==> config.mk <==
export PLATFORM = sky130hd
export DESIGN_NAME = purs_top
export DESIGN_NICKNAME = d
export VERILOG_FILES = /design/src/hw/purs_pkg.sv /design/src/hw/purs_top.sv
export SDC_FILE = /design/constraint.sdc
export NUM_CORES = 1
export LEC_CHECK = 0
export ABC_AREA = 0
export BUFFER_PORTS_ARGS = -buffer_cell sky130_fd_sc_hd__buf_2
export CAP_MARGIN = 20
export CORE_ASPECT_RATIO = 0.9
export CORE_MARGIN = 10
export CORE_UTILIZATION = 30
export CTS_BUF_LIST = sky130_fd_sc_hd__clkbuf_8
export DETAILED_ROUTE_END_ITERATION = 8
export GPL_TIMING_DRIVEN = 0
export PLACE_DENSITY = 0.53
export SLEW_MARGIN = 15
export SYNTH_ARGS = -nofsm -noshare
export SYNTH_HDL_FRONTEND = slang
export SYNTH_SLANG_ARGS = --single-unit
==> constraint.sdc <==
create_clock -name clk -period 2.29 [get_ports clk]
set_clock_uncertainty 0.05 [all_clocks]
set_input_delay 0 -clock clk [delete_from_list [all_inputs] [get_ports clk]]
set_output_delay 0 -clock clk [all_outputs]
set_load 0.02 [all_outputs]
==> src/hw/purs_pkg.sv <==
// Package of constants and types for the power-up reset sequencer
package purs_pkg;

  // ----------------------------------------------------------------------
  // Timing
  // ----------------------------------------------------------------------
  localparam int CLK_PERIOD_NS = 100;
  localparam int OSC_PH_CYC    = 1032;
  localparam int FUSE_PH_CYC   = 1160;
  localparam int PUMP_PH_CYC   = 688;
  localparam int BANK_PH_CYC   = 617;
  localparam int WARM_POR_CYC  = 2256;
  localparam int WARM_OTHER_CYC = 32;
  localparam int FILT_MIN_NS   = 475;
  localparam int FILT_MAX_NS   = 2000;
  // Glitches under the minimum are ignored, accept only once the maximum has passed
  localparam int FILT_MIN_CYC  = (FILT_MIN_NS + CLK_PERIOD_NS - 1)
                                 / CLK_PERIOD_NS;
  localparam int FILT_CYC      = FILT_MAX_NS / CLK_PERIOD_NS;
  localparam logic [11:0] FILT_CNT = 12'(FILT_CYC);
  localparam logic [11:0] PH_OSC   = 12'(OSC_PH_CYC - 1);
  localparam logic [11:0] PH_FUSE  = 12'(FUSE_PH_CYC - 1);
  localparam logic [11:0] PH_PUMP  = 12'(PUMP_PH_CYC - 1);
  localparam logic [11:0] PH_BANK  = 12'(BANK_PH_CYC - 1);
  localparam logic [11:0] WARM_POR = 12'(WARM_POR_CYC);
  localparam logic [11:0] WARM_OTH = 12'(WARM_OTHER_CYC);
  localparam logic [31:0] BOOT_ADDR = 32'h00000000;

  // ----------------------------------------------------------------------
  // Status field positions
  // ----------------------------------------------------------------------
  localparam int EXC_POWERUP = 15;
  localparam int EXC_WDOG    = 13;
  localparam int EXC_STC     = 5;
  localparam int EXC_SW      = 4;
  localparam int EXC_EXT     = 3;
  localparam int GLB_OSCFAIL = 0;
  localparam int GLB_SLIP_LO = 8;
  localparam int GLB_SLIP_HI = 9;
  localparam logic [15:0] EXC_RST = 16'h0000;
  localparam logic [15:0] GLB_RST = 16'h0000;

  typedef enum logic [2:0]
  {
    PURS_WAIT = 3'h0,
    PURS_OSC  = 3'h1,
    PURS_FUSE = 3'h2,
    PURS_PUMP = 3'h3,
    PURS_BANK = 3'h4,
    PURS_RUN  = 3'h5
  } purs_state_e;

  // Internal reset requests
  typedef struct packed
  {
    logic osc_fail;
    logic pll_slip;
    logic wdog;
    logic cpu_self_test_controller;
    logic sw;
  } purs_req_s;

  // Software enables of processor features
  typedef struct packed
  {
    logic tcm_ecc;
    logic vic_port;
    logic mpu;
  } purs_feat_s;

endpackage

==> src/hw/purs_top.sv <==
// Power-up reset sequencer: phases, pin filters, warm reset, cause flags
`timescale 1ns/10ps
`default_nettype none

// Function
// - Start only with supplies good, reset released
// - Run oscillator, fuse, pump phases in order
// - Bank phase then release processor reset
// - Filter power-on reset pin glitches
// - Drive warm reset low, open drain only
// - External low on warm line resets device
// - Filter warm reset input glitches
// - Hold warm line 2256 cycles after power-on
// - Hold warm line 32 cycles other causes
// - Power-up sets exception bit 15
// - Oscillator fail sets global bit 0
// - PLL slip sets global bits 8, 9
// - Watchdog sets exception bit 13
// - Self-test bit 5, software 4, external 3
// - Memory checks, vector port, MPU off after reset
// - Low supply asserts power-on reset, low core supply tristates outputs
module purs_top
(
  input  wire logic              clk,
  input  wire logic              rstn,
  input  wire logic              power_on_reset_n_pin,
  input  wire logic              core_power_good,
  input  wire logic              io_power_good,
  input  wire logic              warm_reset_n_line_i,
  output var  logic              warm_reset_n_line_o,
  output var  logic              warm_reset_n_line_oe,
  input  wire purs_pkg::purs_req_s req,
  input  wire purs_pkg::purs_feat_s feat_en,
  input  wire logic [15:0]       exc_clr,
  input  wire logic [15:0]       glb_clr,
  output var  logic [15:0]       exc_status,
  output var  logic [15:0]       glb_status,
  output var  logic              cpu_reset_n,
  output var  logic [31:0]       boot_addr,
  output var  logic              outputs_hiz,
  output var  purs_pkg::purs_feat_s feat
);
  import purs_pkg::*;

  // ----------------------------------------------------------------------
  // Input synchronisers
  // ----------------------------------------------------------------------
  logic [1:0] por_s_r, warm_s_r, cpg_s_r, iopg_s_r;
  logic [1:0] por_s_nxt, warm_s_nxt, cpg_s_nxt, iopg_s_nxt;

  always_comb
  begin
    por_s_nxt  = {por_s_r[0], power_on_reset_n_pin};
    warm_s_nxt = {warm_s_r[0], warm_reset_n_line_i};
    cpg_s_nxt  = {cpg_s_r[0], core_power_good};
    iopg_s_nxt = {iopg_s_r[0], io_power_good};
  end

  always_ff @(posedge clk)
  begin
    if (!rstn)
    begin
      por_s_r  <= 2'h0;
      warm_s_r <= 2'h3;
      cpg_s_r  <= 2'h0;
      iopg_s_r <= 2'h0;
    end
    else
    begin
      por_s_r  <= por_s_nxt;
      warm_s_r <= warm_s_nxt;
      cpg_s_r  <= cpg_s_nxt;
      iopg_s_r <= iopg_s_nxt;
    end
  end

  wire logic por_sync  = por_s_r[1];
  wire logic warm_sync = warm_s_r[1];
  wire logic supp_ok   = cpg_s_r[1] & iopg_s_r[1];

  // ----------------------------------------------------------------------
  // Glitch filters
  // ----------------------------------------------------------------------
  logic [11:0] por_f_cnt_r, por_f_cnt_nxt;
  logic [11:0] warm_f_cnt_r, warm_f_cnt_nxt;
  logic        por_f_r, por_f_nxt;
  logic        warm_f_r, warm_f_nxt;
  logic        warm_drv;

  always_comb
  begin
    // Power-on filter: new level must persist before it is taken
    por_f_nxt     = por_f_r;
    por_f_cnt_nxt = 12'h000;
    if (por_sync != por_f_r)
    begin
      por_f_cnt_nxt = por_f_cnt_r + 12'h001;
      if (por_f_cnt_r >= FILT_CNT - 12'h001)
      begin
        por_f_nxt     = por_sync;
        por_f_cnt_nxt = 12'h000;
      end
    end
    // Warm filter: only count lows not caused by our own drive
    warm_f_nxt     = 1'b0;
    warm_f_cnt_nxt = 12'h000;
    if (!warm_sync && !warm_drv)
    begin
      warm_f_cnt_nxt = warm_f_cnt_r + 12'h001;
      if (warm_f_cnt_r >= FILT_CNT - 12'h001)
      begin
        warm_f_nxt     = 1'b1;
        warm_f_cnt_nxt = warm_f_cnt_r;
      end
    end
  end

  always_ff @(posedge clk)
  begin
    if (!rstn)
    begin
      por_f_r      <= 1'b0;
      por_f_cnt_r  <= 12'h000;
      warm_f_r     <= 1'b0;
      warm_f_cnt_r <= 12'h000;
    end
    else
    begin
      por_f_r      <= por_f_nxt;
      por_f_cnt_r  <= por_f_cnt_nxt;
      warm_f_r     <= warm_f_nxt;
      warm_f_cnt_r <= warm_f_cnt_nxt;
    end
  end

  // Power-on reset active when pin low or supply monitor reports low
  wire logic por_act = !por_f_r || !supp_ok;
  logic      warm_f_r_d;
  wire logic warm_ext = warm_f_r && !warm_f_r_d;
  wire logic int_req = |req;
  wire logic warm_evt = warm_ext || int_req;

  // ----------------------------------------------------------------------
  // Phase sequencer
  // ----------------------------------------------------------------------
  purs_state_e st_r, st_nxt;
  logic [11:0] ph_cnt_r, ph_cnt_nxt;
  logic [11:0] hold_r, hold_nxt;
  logic        cpu_rst_n_r, cpu_rst_n_nxt;

  always_comb
  begin
    st_nxt        = st_r;
    ph_cnt_nxt    = ph_cnt_r + 12'h001;
    cpu_rst_n_nxt = 1'b0;
    hold_nxt      = (hold_r != 12'h000) ? hold_r - 12'h001 : 12'h000;
    unique case (st_r)
      PURS_WAIT:
      begin
        ph_cnt_nxt = 12'h000;
        if (!por_act)
        begin
          st_nxt   = PURS_OSC;
          hold_nxt = WARM_POR;
        end
      end
      PURS_OSC:
        if (ph_cnt_r == PH_OSC)
        begin
          st_nxt     = PURS_FUSE;
          ph_cnt_nxt = 12'h000;
        end
      PURS_FUSE:
        if (ph_cnt_r == PH_FUSE)
        begin
          st_nxt     = PURS_PUMP;
          ph_cnt_nxt = 12'h000;
        end
      PURS_PUMP:
        if (ph_cnt_r == PH_PUMP)
        begin
          st_nxt     = PURS_BANK;
          ph_cnt_nxt = 12'h000;
        end
      PURS_BANK:
        if (ph_cnt_r == PH_BANK)
        begin
          st_nxt        = PURS_RUN;
          ph_cnt_nxt    = 12'h000;
          cpu_rst_n_nxt = (hold_r <= 12'h001);
        end
      PURS_RUN:
      begin
        ph_cnt_nxt    = 12'h000;
        cpu_rst_n_nxt = (hold_r <= 12'h001) && !warm_evt;
        if (warm_evt && hold_r < WARM_OTH)
          hold_nxt = WARM_OTH;
      end
      default:
        st_nxt = PURS_WAIT;
    endcase
    if (por_act)
    begin
      st_nxt        = PURS_WAIT;
      ph_cnt_nxt    = 12'h000;
      hold_nxt      = WARM_POR;
      cpu_rst_n_nxt = 1'b0;
    end
  end

  always_ff @(posedge clk)
  begin
    if (!rstn)
    begin
      st_r        <= PURS_WAIT;
      ph_cnt_r    <= 12'h000;
      hold_r      <= 12'h000;
      cpu_rst_n_r <= 1'b0;
      warm_f_r_d  <= 1'b0;
    end
    else
    begin
      st_r        <= st_nxt;
      ph_cnt_r    <= ph_cnt_nxt;
      hold_r      <= hold_nxt;
      cpu_rst_n_r <= cpu_rst_n_nxt;
      warm_f_r_d  <= warm_f_r;
    end
  end

  // Drive low while any internal reset condition stands
  assign warm_drv = (st_r != PURS_RUN) || (hold_r != 12'h000);

  // ----------------------------------------------------------------------
  // Cause flags and outputs
  // ----------------------------------------------------------------------
  logic [15:0] exc_r, exc_nxt, glb_r, glb_nxt;
  logic [15:0] exc_set, glb_set;
  logic        por_evt_r, por_evt_nxt;
  purs_feat_s  feat_r, feat_nxt;
  logic        drv_r, drv_nxt, hiz_r, hiz_nxt;

  always_comb
  begin
    exc_set = 16'h0000;
    glb_set = 16'h0000;
    exc_set[EXC_POWERUP] = por_act && !por_evt_r;
    exc_set[EXC_WDOG]    = req.wdog;
    exc_set[EXC_STC]     = req.cpu_self_test_controller;
    exc_set[EXC_SW]      = req.sw;
    exc_set[EXC_EXT]     = warm_ext;
    glb_set[GLB_OSCFAIL] = req.osc_fail;
    glb_set[GLB_SLIP_LO] = req.pll_slip;
    glb_set[GLB_SLIP_HI] = req.pll_slip;
    // Set wins over clear; flags untouched by the reset itself
    exc_nxt     = (exc_r & ~exc_clr) | exc_set;
    glb_nxt     = (glb_r & ~glb_clr) | glb_set;
    por_evt_nxt = por_act;
    // Features clear one cycle after the processor is held, then stay off while it is held
    feat_nxt    = cpu_rst_n_r ? (feat_r | feat_en) : 3'h0;
    drv_nxt     = warm_drv || warm_evt || por_act;
    hiz_nxt     = !cpg_s_r[1];
  end

  always_ff @(posedge clk)
  begin
    if (!rstn)
    begin
      exc_r     <= EXC_RST;
      glb_r     <= GLB_RST;
      por_evt_r <= 1'b0;
      feat_r    <= 3'h0;
      drv_r     <= 1'b1;
      hiz_r     <= 1'b1;
    end
    else
    begin
      exc_r     <= exc_nxt;
      glb_r     <= glb_nxt;
      por_evt_r <= por_evt_nxt;
      feat_r    <= feat_nxt;
      drv_r     <= drv_nxt;
      hiz_r     <= hiz_nxt;
    end
  end

  assign exc_status           = exc_r;
  assign glb_status           = glb_r;
  assign cpu_reset_n          = cpu_rst_n_r;
  assign boot_addr            = BOOT_ADDR;
  assign warm_reset_n_line_o  = 1'b0;
  assign warm_reset_n_line_oe = drv_r;
  assign outputs_hiz          = hiz_r || !core_power_good;
  assign feat                 = feat_r;
endmodule // purs_top

`default_nettype wire

==> flow_summary.yaml, run 1 <==
run_status:
  outcome: "finished clean"
detailed_routing:
  vias: 3142
  drcViolationCount: 0
  drtAntennaViolNets: 0
  firstDrtPassIters: 4
  wl_um: 9340
  drt-wirelength-per-cell_um: 12.5
  drtIter0Drc: 95
  vias_per_cell: 4.21
clock_tree:
  ctsHtreeMaxLevel: 3
  hold_buffers: 45
  insertion_delay_ns: 0.37
  cts_resized: 0
  clock-root-buffer: "clkbuf_8"
  cts_sinks: 101
  cts_setup_buffers: 0
  cts_tree: "yes"
  clockBufferDepth: 2
  cts.clk_slew.worst_paths_ns: 0.10
  cts_made_buffers: 9
power_and_ir_drop:
  p_sw_frac: 0.228
  p_clk_frac: 0.369
  p_int_w: 0.00255
  p_switching_w: 0.000754
  power_density_nw_per_um2: 605
  vdd_drop_max_v: 0.000249
  p_comb_frac: 0.087
  pwr-share-seq: 0.544
  leakage_nw: 2.53
sta:
  slew_headroom: 0.643
  layout_min_cycle_time_ns: 2.03
  tightest_slew_ns: 0.531
  fin_tns_setup_ns: 0
  timing.hold.ws_ns: 0.316
  slew_violations: 0
  rsz0062_at_grt: "no"
  fmax_ghz: 0.492
  setup_ws_ns: 0.256
  fin_crit_sh: 0.888
  setup_viol: 0
  hold_viol_final: 0
die:
  rows: 40
  coreArea_um2: 13300
  ioPinCount: 117
  start_util: 0.303
  die_h_um: 130
  die_width_um: 142
  dieArea_um2: 18500
place:
  pre_cts_ws_ns: 0.270
  place_hpwl_um: 6730
  io_buffer_count: 82
  gp_congestion: 0.768
worst_hold_path:
  hp-class: "in -> reg"
  hold_depth: 3
yosys:
  synthCells: 397
  yosysWarnings: 0
  ys.flop_type: "dfxtp_1"
  synthesis.area_um2: 4020
  synth.distinct_cells: 48
  async_flop_share: 0
  muxShareOfSynthArea: 0.00498
  synth_seq_cells: 101
  synth_xor_area_frac: 0.0566
  synthAdderAreaFrac: 0.0187
  synth_edf_count: 0
  synth-compound-area-share: 0.0557
  yosys.area_share.simple: 0.274
  syn_avg_cell_area_um2: 10.1
  seq_area_frac_synth: 0.502
  synth_top_family_by_area: "simple AND/OR/NAND/NOR gates"
global_route:
  overflow: 0
  grt_pass1_vias: 3205
  track_usage: 0.101
  antenna_found_initial: 0
  grt_max_degree: 17
  grt_pass1_wl_um: 15200
setup_path:
  path_max_fanout: 10
  critPathLaunchType: "flip-flop"
  cp-end-kind: "flip-flop"
  crit_type: "reg -> reg"
  worstRegToRegCells: 7
  cp.required_ns: 2.51
  cp_data_arrival_time_ns: 2.25
final_layout:
  finalNetCount: 626
  syn2layout_area_growth_pct: 35.6
  antenna_cells: 0
  final_layout_size_suffix_gt1_frac: 0.269
flow_run:
  drv_cap: 0
-- layer usage --
layer  global-route usage  up-vias  routed length, um
met5                    0        -                  0
met4               0.0330        0                134
met3               0.0440       14                631
met2                0.178       80               4700
met1                0.106     1427               3870
li1                     -     1621                  -
-- per-stage QoR --
stage               utilization  instance area, um^2  cells  power, W
finish                    0.411                 5460    747   0.00330
global route              0.411                 5460    747   0.00347
global placement          0.361                 4790    686   0.00206
detailed placement        0.361                 4790    686   0.00206
CTS                       0.411                 5460    747   0.00337
floorplan                     -                 4170    436   0.00200
-- layout make-up --
cell class | count | area, um^2
clock buffers | 9 | 124
clock inverters | 7 | 91.3
well taps | 168 | 210
fillers | 1276 | 7810
flip-flops and latches | 101 | 2020
repair buffers | 127 | 861
multi-input cells | 280 | 1800
plain buffers | 45 | 313
inverters | 10 | 37.5
-- cell families after synthesis --
group | count (synthesis)
AND/OR/NAND/NOR | 176
flip-flops | 101
buffers and inverters | 55
AO/OA/AOI/OAI | 30
XOR/XNOR | 26
adder cells (fa/ha/maj) | 6
multiplexers | 2
other | 1
-- final timing paths --
path | slack (ns) | start | end
setup / recovery | 0.26 | ph_cnt_r[0]$_SDFF_PP0_ | ph_cnt_r[3]$_SDFF_PP0_
setup reg to reg | 0.26 | ph_cnt_r[0]$_SDFF_PP0_ | ph_cnt_r[3]$_SDFF_PP0_
hold reg to reg | 0.38 | warm_s_r[0]$_SDFF_PN1_ | warm_s_r[1]$_SDFF_PN1_
hold / removal | 0.32 | warm_reset_n_line_i | warm_s_r[0]$_SDFF_PN1_
-- synth_stat cells, types with 2 or more instances --
library cell / count / area, um^2
nand4b_1: 2 / 17.5
buf_6: 2 / 22.5
o21a_1: 7 / 52.6
nand2b_1: 3 / 18.8
buf_4: 33 / 248
nor4_1: 5 / 31.3
nor2b_1: 10 / 62.6
and3b_1: 25 / 219
o21ai_0: 5 / 25.0
ha_1: 6 / 75.1
nand2_1: 16 / 60.1
or3_1: 2 / 12.5
dfxtp_1: 101 / 2020
and4_1: 2 / 17.5
clkbuf_1: 6 / 22.5
or4_1: 3 / 22.5
mux2i_1: 2 / 20.0
nor4b_4: 2 / 47.6
a21oi_1: 5 / 25.0
xor2_1: 14 / 123
nand4_1: 4 / 25.0
nand3b_1: 3 / 22.5
inv_1: 10 / 37.5
nor2_1: 33 / 124
buf_2: 4 / 20.0
and2_1: 19 / 119
o31ai_1: 4 / 30.0
nor2_2: 10 / 62.6
nand3_1: 16 / 80.1
xnor2_1: 12 / 105
and3_1: 5 / 31.3
nor3_1: 10 / 50.1
-- cell usage in the layout (no fill, tap or decap), types with 3 or more instances in the layout --
master         instances
dfxtp_1              101
buf_2                 86
dlygate4sd3_1         45
conb_1                40
nor2_1                33
buf_4                 33
and3b_1               25
and2_1                19
nand2_1               16
nand3_1               16
xor2_1                14
xnor2_1               12
inv_1                 11
nor2b_1               10
nor3_1                10
nor2_2                10
clkbuf_8               9
o21a_1                 7
clkbuf_1               6
ha_1                   6
nor4_1                 5
and3_1                 5
a21oi_1                5
o21ai_0                5
o31ai_1                4
nand4_1                4
nand2b_1               3
nand3b_1               3
or4_1                  3
clkinvlp_4             3
-- state kept, by name (all words and copies together), names as in the netlist, 2 cells and up --
| register | count |
|---|---|
| por_f_cnt_r | 12 |
| por_s_r | 2 |
| feat | 3 |
| glb_status | 16 |
| exc_status | 16 |
| ph_cnt_r | 12 |
| st_r | 3 |
| iopg_s_r | 2 |
| warm_s_r | 2 |
| cpg_s_r | 2 |
| warm_f_cnt_r | 12 |
| hold_r | 12 |
-- power groups by stage --
stage	combinational, W	clock, W	sequential [W]
finish	0.000288	0.00122	0.00180
global route	0.000315	0.00136	0.00180
CTS	0.000283	0.00129	0.00180
detailed placement	0.000221	0	0.00184
global placement	0.000219	0	0.00184
floorplan	0.000150	0	0.00185
-- critical path, stage by stage (launching register included) --
cell and delay (ns):
dfxtp_1 0.39, ha_1 0.25, and4_1 0.31, a31oi_1 0.13
a31o_2 0.27, o31ai_4 0.27, buf_6 0.21, nor2_2 0.05
No activity file was read; power rests on OpenSTA's default activity.
==> run 2, diff against run 1 <==
--- a/config.mk
+++ b/config.mk
@@ -10,11 +10,11 @@
 export CAP_MARGIN = 20
 export CORE_ASPECT_RATIO = 0.9
 export CORE_MARGIN = 10
-export CORE_UTILIZATION = 30
+export CORE_UTILIZATION = 50
 export CTS_BUF_LIST = sky130_fd_sc_hd__clkbuf_8
 export DETAILED_ROUTE_END_ITERATION = 8
 export GPL_TIMING_DRIVEN = 0
-export PLACE_DENSITY = 0.53
+export PLACE_DENSITY = 0.79
 export SLEW_MARGIN = 15
 export SYNTH_ARGS = -nofsm -noshare
 export SYNTH_HDL_FRONTEND = slang
==> run 2 against run 1 <==
Sequential cell count is the same. Non-clock buffer count is the same. Clock power grew 7%. Cell count shrank 9.6%. Die area shrank 35%. Wire length shrank 1.1%. Power grew 2.5%. Combinational power is essentially flat. Cell area shrank 1.2%. Utilization grew 29 points. Sequential power is essentially flat. First-iteration DRC count grew 44%. Critical endpoint is now ph_cnt_r[4]$_SDFF_PP0_. Largest cell class unchanged. Largest power group unchanged. Highest routed layer unchanged.
==> flow_summary.yaml, run 2 (synthesized netlist as in run 1, its figures left out) <==
worst_hold_path:
  whs_endpoint: "feat[0]$_SDFF_PN0_"
  hold_depth: 4
  hp-start: "feat_en[0]"
  hp-class: "in -> reg"
die:
  die_width_um: 115
  rows: 30
  die_h_um: 105
  dieArea_um2: 12000
  ioPinCount: 117
  start_util: 0.523
  coreArea_um2: 7690
global_route:
  overflow: 0
  antenna_found_initial: 1
  track_usage: 0.155
  grt_max_degree: 17
  grt_pass1_vias: 3261
  grt_pass1_wl_um: 15700
clock_tree:
  cts.clk_slew.worst_paths_ns: 0.10
  ctsHtreeMaxLevel: 3
  cts_made_buffers: 9
  cts_setup_buffers: 0
  cts_resized: 0
  insertion_delay_ns: 0.35
  cts_sinks: 101
  cts_tree: "yes"
  clock-root-buffer: "clkbuf_8"
  clockBufferDepth: 2
final_layout:
  final_layout_size_suffix_gt1_frac: 0.270
  layout_common_cells: "dfxtp_1, buf_2, dlygate4sd3_1, conb_1"
  layout_commonest_cell: "dfxtp_1"
  syn2layout_area_growth_pct: 34.0
  finalNetCount: 626
setup_path:
  cp.required_ns: 2.49
  path_max_fanout: 10
  reg2reg_from: "ph_cnt_r[0]$_SDFF_PP0_"
  rr_endpoint: "ph_cnt_r[4]$_SDFF_PP0_"
  cp-end-kind: "flip-flop"
  worstRegToRegCells: 7
  critPathLaunchType: "flip-flop"
  cp_data_arrival_time_ns: 2.24
  crit_type: "reg -> reg"
  reg2reg_slack_ns: 0.25
detailed_routing:
  drcViolationCount: 0
  firstDrtPassIters: 4
  drtIter0Drc: 137
  drt-wirelength-per-cell_um: 13.7
  vias: 3141
  vias_per_cell: 4.65
  drtAntennaViolNets: 0
  wl_um: 9240
sta:
  fin_crit_sh: 0.892
  tightest_slew_ns: 0.563
  fmax_ghz: 0.490
  fin_tns_setup_ns: 0
  timing.hold.ws_ns: 0.334
  hold_viol_final: 0
  setup_ws_ns: 0.248
  slew_headroom: 0.624
  slew_violations: 0
  rsz0062_at_grt: "no"
  layout_min_cycle_time_ns: 2.04
  setup_viol: 0
flow_run:
  drv_cap: 0
power_and_ir_drop:
  leakage_nw: 2.54
  power_density_nw_per_um2: 628
  vdd_drop_max_v: 0.000373
run_status:
  outcome: "finished clean"
place:
  place_hpwl_um: 6480
  io_buffer_count: 82
  gp_congestion: 0.828
  pre_cts_ws_ns: 0.240
[run 2: what timing repair did]
| action | in CTS | in global routing |
|---|---|---|
| hold buffers | 45 | 0 |
| endpoints found under the setup margin | 0 | 0 |
| endpoints found under the hold margin | 46 | 0 |
[run 2: cell type report]
class | instances | area [um^2]
Clock inverter | 6 | 113
Antenna cell | 1 | 2.50
Clock buffer | 9 | 124
Fill cell | 573 | 2300
Inverter | 10 | 37.5
Buffer | 45 | 313
Sequential cell | 101 | 2020
Tap cell | 96 | 120
Timing Repair Buffer | 127 | 861
Multi-Input combinational cell | 280 | 1800
[run 2: metal layers]
metal / GRT usage / routed length [um] / share of wire
met2: 0.281 / 4860 / 0.53
met4: 0.0420 / 85 / 0.0092
met5: 0 / 0 / 0
met3: 0.0532 / 579 / 0.063
met1: 0.165 / 3710 / 0.40
[run 2: report_power, final]
| part | leakage, nW | switching (W) | internal (W) |
|---|---|---|---|
| registers | 0.822 | 0.0000140 | 0.00178 |
| clock network | 0.119 | 0.000577 | 0.000721 |
| logic | 1.60 | 0.000134 | 0.000156 |
| total | 2.54 | 0.000725 | 0.00266 |
[run 2: metrics by stage]
stage | util | area, um^2 | total power [W] | std cells
floorplan | - | 4170 | 0.00200 | 436
global placement | 0.611 | 4700 | 0.00205 | 614
detailed placement | 0.611 | 4700 | 0.00206 | 614
CTS | 0.700 | 5390 | 0.00342 | 674
global route | 0.700 | 5390 | 0.00352 | 675
finish | 0.700 | 5390 | 0.00339 | 675
[run 2: worst max-delay path by stage]
stage,startpoint,endpoint,slack (ns),depth (start not counted)
2_1_floorplan,ph_cnt_r[0]$_SDFF_PP0_,ph_cnt_r[5]$_SDFF_PP0_,0.47,7
3_3_place_gp,ph_cnt_r[0]$_SDFF_PP0_,ph_cnt_r[4]$_SDFF_PP0_,0.29,7
3_5_place_dp,ph_cnt_r[0]$_SDFF_PP0_,ph_cnt_r[7]$_SDFF_PP0_,0.24,7
4_1_cts,ph_cnt_r[0]$_SDFF_PP0_,ph_cnt_r[7]$_SDFF_PP0_,0.23,7
5_1_grt,st_r[2]$_SDFFE_PP0P_,hold_r[8]$_SDFF_PP0_,0.02,5
6_report,ph_cnt_r[0]$_SDFF_PP0_,ph_cnt_r[4]$_SDFF_PP0_,0.25,7
[run 2: worst max-delay path, cell delays in order, from the launching register on]
cell and delay (ns):
dfxtp_1 0.39, ha_1 0.25, and4_1 0.30, a31oi_1 0.14, a31o_2 0.28, o31ai_4 0.27, buf_6 0.21, nor2_2 0.05
==> run 3, diff against run 2 <==
--- a/config.mk
+++ b/config.mk
@@ -15,6 +15,7 @@
 export DETAILED_ROUTE_END_ITERATION = 8
 export GPL_TIMING_DRIVEN = 0
 export PLACE_DENSITY = 0.79
+export SETUP_SLACK_MARGIN = 0.5
 export SLEW_MARGIN = 15
 export SYNTH_ARGS = -nofsm -noshare
 export SYNTH_HDL_FRONTEND = slang
==> run 3 against run 2 <==
Power grew 4.5%. Cell count increased by 1.6%. Clock power is 11% higher. Register-to-register slack gained 0.21 ns. Non-clock buffer count grew 11. Largest power group unchanged.
==> flow_summary.yaml, run 3 (synthesized netlist as in run 1, its figures left out) <==
clock_tree:
  clock-root-buffer: "clkbuf_8"
  ctsHtreeMaxLevel: 3
  insertion_delay_ns: 0.36
  cts_sinks: 101
  cts_tree: "yes"
  cts_made_buffers: 9
  cts.clk_slew.worst_paths_ns: 0.09
  clockBufferDepth: 2
setup_path:
  path_max_fanout: 5
  cp-end-kind: "flip-flop"
  rr_endpoint: "ph_cnt_r[9]$_SDFF_PP0_"
  path_buf_inv: 1
  reg2reg_from: "ph_cnt_r[10]$_SDFF_PP0_"
  cp_data_arrival_time_ns: 2.04
  critPathSlowestCell: "dfxtp_2"
  cpLargestDelayFamily: "compound AO/OA/AOI/OAI gates"
  crit_chain: "nor4b_4, a31oi_2, a31o_4, o31ai_4, buf_6, nor2_2"
  critPathLaunchType: "flip-flop"
  cp_slowest_stage_delay_ns: 0.36
  crit_type: "reg -> reg"
  cp.required_ns: 2.50
  worstRegToRegCells: 6
  reg2reg_slack_ns: 0.46
die:
  die_width_um: 115
  dieArea_um2: 12000
  rows: 30
  start_util: 0.523
  die_h_um: 105
  ioPinCount: 117
  coreArea_um2: 7690
sta:
  setup_ws_ns: 0.455
  fmax_ghz: 0.545
  hold_viol_final: 0
  rsz0062_at_grt: "yes"
  fin_tns_setup_ns: 0
  layout_min_cycle_time_ns: 1.83
  slew_violations: 0
  fin_crit_sh: 0.801
  setup_viol: 0
final_layout:
  layout_common_cells: "dfxtp_1, buf_2, dlygate4sd3_1, buf_4, conb_1"
  fillers: 542
  layout_commonest_cell: "dfxtp_1"
  final_cells: 686
  syn2layout_area_growth_pct: 40.7
  finalNetCount: 637
  antenna_cells: 0
  final_layout_size_suffix_gt1_frac: 0.332
global_route:
  antenna_found_initial: 0
  grt_pass1_wl_um: 16200
  grt_max_degree: 18
  grtUsageMet2: 0.297
  grt_pass1_vias: 3329
  grtUsageMet3: 0.0520
  gr-max-usage-layer: "met2"
  track_usage: 0.162
  overflow: 0
  met1_usage: 0.171
run_status:
  outcome: "finished clean"
worst_hold_path:
  hp-class: "in -> reg"
  whs_endpoint: "warm_s_r[0]$_SDFF_PN1_"
  hp-start: "warm_reset_n_line_i"
  hold_depth: 3
flow_run:
  drv_cap: 0
detailed_routing:
  vias: 3253
  firstDrtPassIters: 4
  drtAntennaViolNets: 0
  drt-wirelength-per-cell_um: 14.2
  wl_um: 9770
  drtIter0Drc: 120
  drcViolationCount: 0
  vias_per_cell: 4.74
place:
  place_inst: 614
  io_buffer_count: 82
  place_hpwl_um: 6490
  gp_congestion: 0.829
  pre_cts_ws_ns: 0.345
power_and_ir_drop:
  vdd_drop_max_v: 0.000420
  leakage_nw: 2.63
  power_density_nw_per_um2: 625
run 3: cell count changes in the layout (fill, tap and decap cells not counted), moves of 3 or more:
cell / change
dfxtp_1: -13
dfxtp_4: +3
dfxtp_2: +10
buf_4: +11
run 3: worst max path at each step:
stage	slack, ns	cells past startpoint	from	end
6_report	0.46	6	ph_cnt_r[10]$_SDFF_PP0_	ph_cnt_r[9]$_SDFF_PP0_
5_1_grt	0.38	6	ph_cnt_r[10]$_SDFF_PP0_	ph_cnt_r[8]$_SDFF_PP0_
4_1_cts	0.43	8	ph_cnt_r[0]$_SDFF_PP0_	ph_cnt_r[7]$_SDFF_PP0_
3_5_place_dp	0.34	7	ph_cnt_r[0]$_SDFF_PP0_	ph_cnt_r[7]$_SDFF_PP0_
3_3_place_gp	0.37	7	ph_cnt_r[0]$_SDFF_PP0_	ph_cnt_r[4]$_SDFF_PP0_
2_1_floorplan	0.50	7	ph_cnt_r[0]$_SDFF_PP0_	ph_cnt_r[5]$_SDFF_PP0_
run 3: layer usage:
metal	part of all wire	wire length [um]
met1	0.39	3810
met3	0.059	576
met2	0.54	5230
met4	0.015	144
met5	0	0
run 3: worst reg2reg max path, stage by stage, from the launching register on:
cell and delay, ns:
dfxtp_2 0.36, nor4b_4 0.35, a31oi_2 0.17, a31o_4 0.25, o31ai_4 0.34, buf_6 0.19, nor2_2 0.04
run 3: final cells by class:
class | count | area (um^2) | area share
timing repair buffer | 138 | 947 | 0.167
sequential | 101 | 2050 | 0.361
multi-input combinational | 280 | 1920 | 0.339
inverter | 10 | 37.5 | 0.00663
clock inverter | 7 | 145 | 0.0256
buffer | 45 | 323 | 0.0570
clock buffer | 9 | 124 | 0.0219
tap | 96 | 120 | 0.0212
run 3: through the flow:
stage	total power [W]	instance area (um^2)	util	hold slack, ns
global route	0.00366	5660	0.736	0.328
detailed placement	0.00206	4710	0.612	0.142
floorplan	0.00200	4180	-	0.0515
finish	0.00354	5660	0.736	0.330
CTS	0.00356	5530	0.718	0.325
global placement	0.00205	4710	0.612	0.141
run 3: what timing repair did:
item                                    CTS  global route
resized for setup                        16            31
endpoints found under the hold margin    45             0
pin swaps                                 3            15
cloned                                    1             0
endpoints found under the setup margin   32            40
buffers inserted                          5             5
hold buffers                             45             0
run 3: report_power, final:
part	switching (W)	total, W	internal, W
logic	0.000139	0.000301	0.000162
registers	0.0000146	0.00179	0.00178
clock network	0.000600	0.00144	0.000841
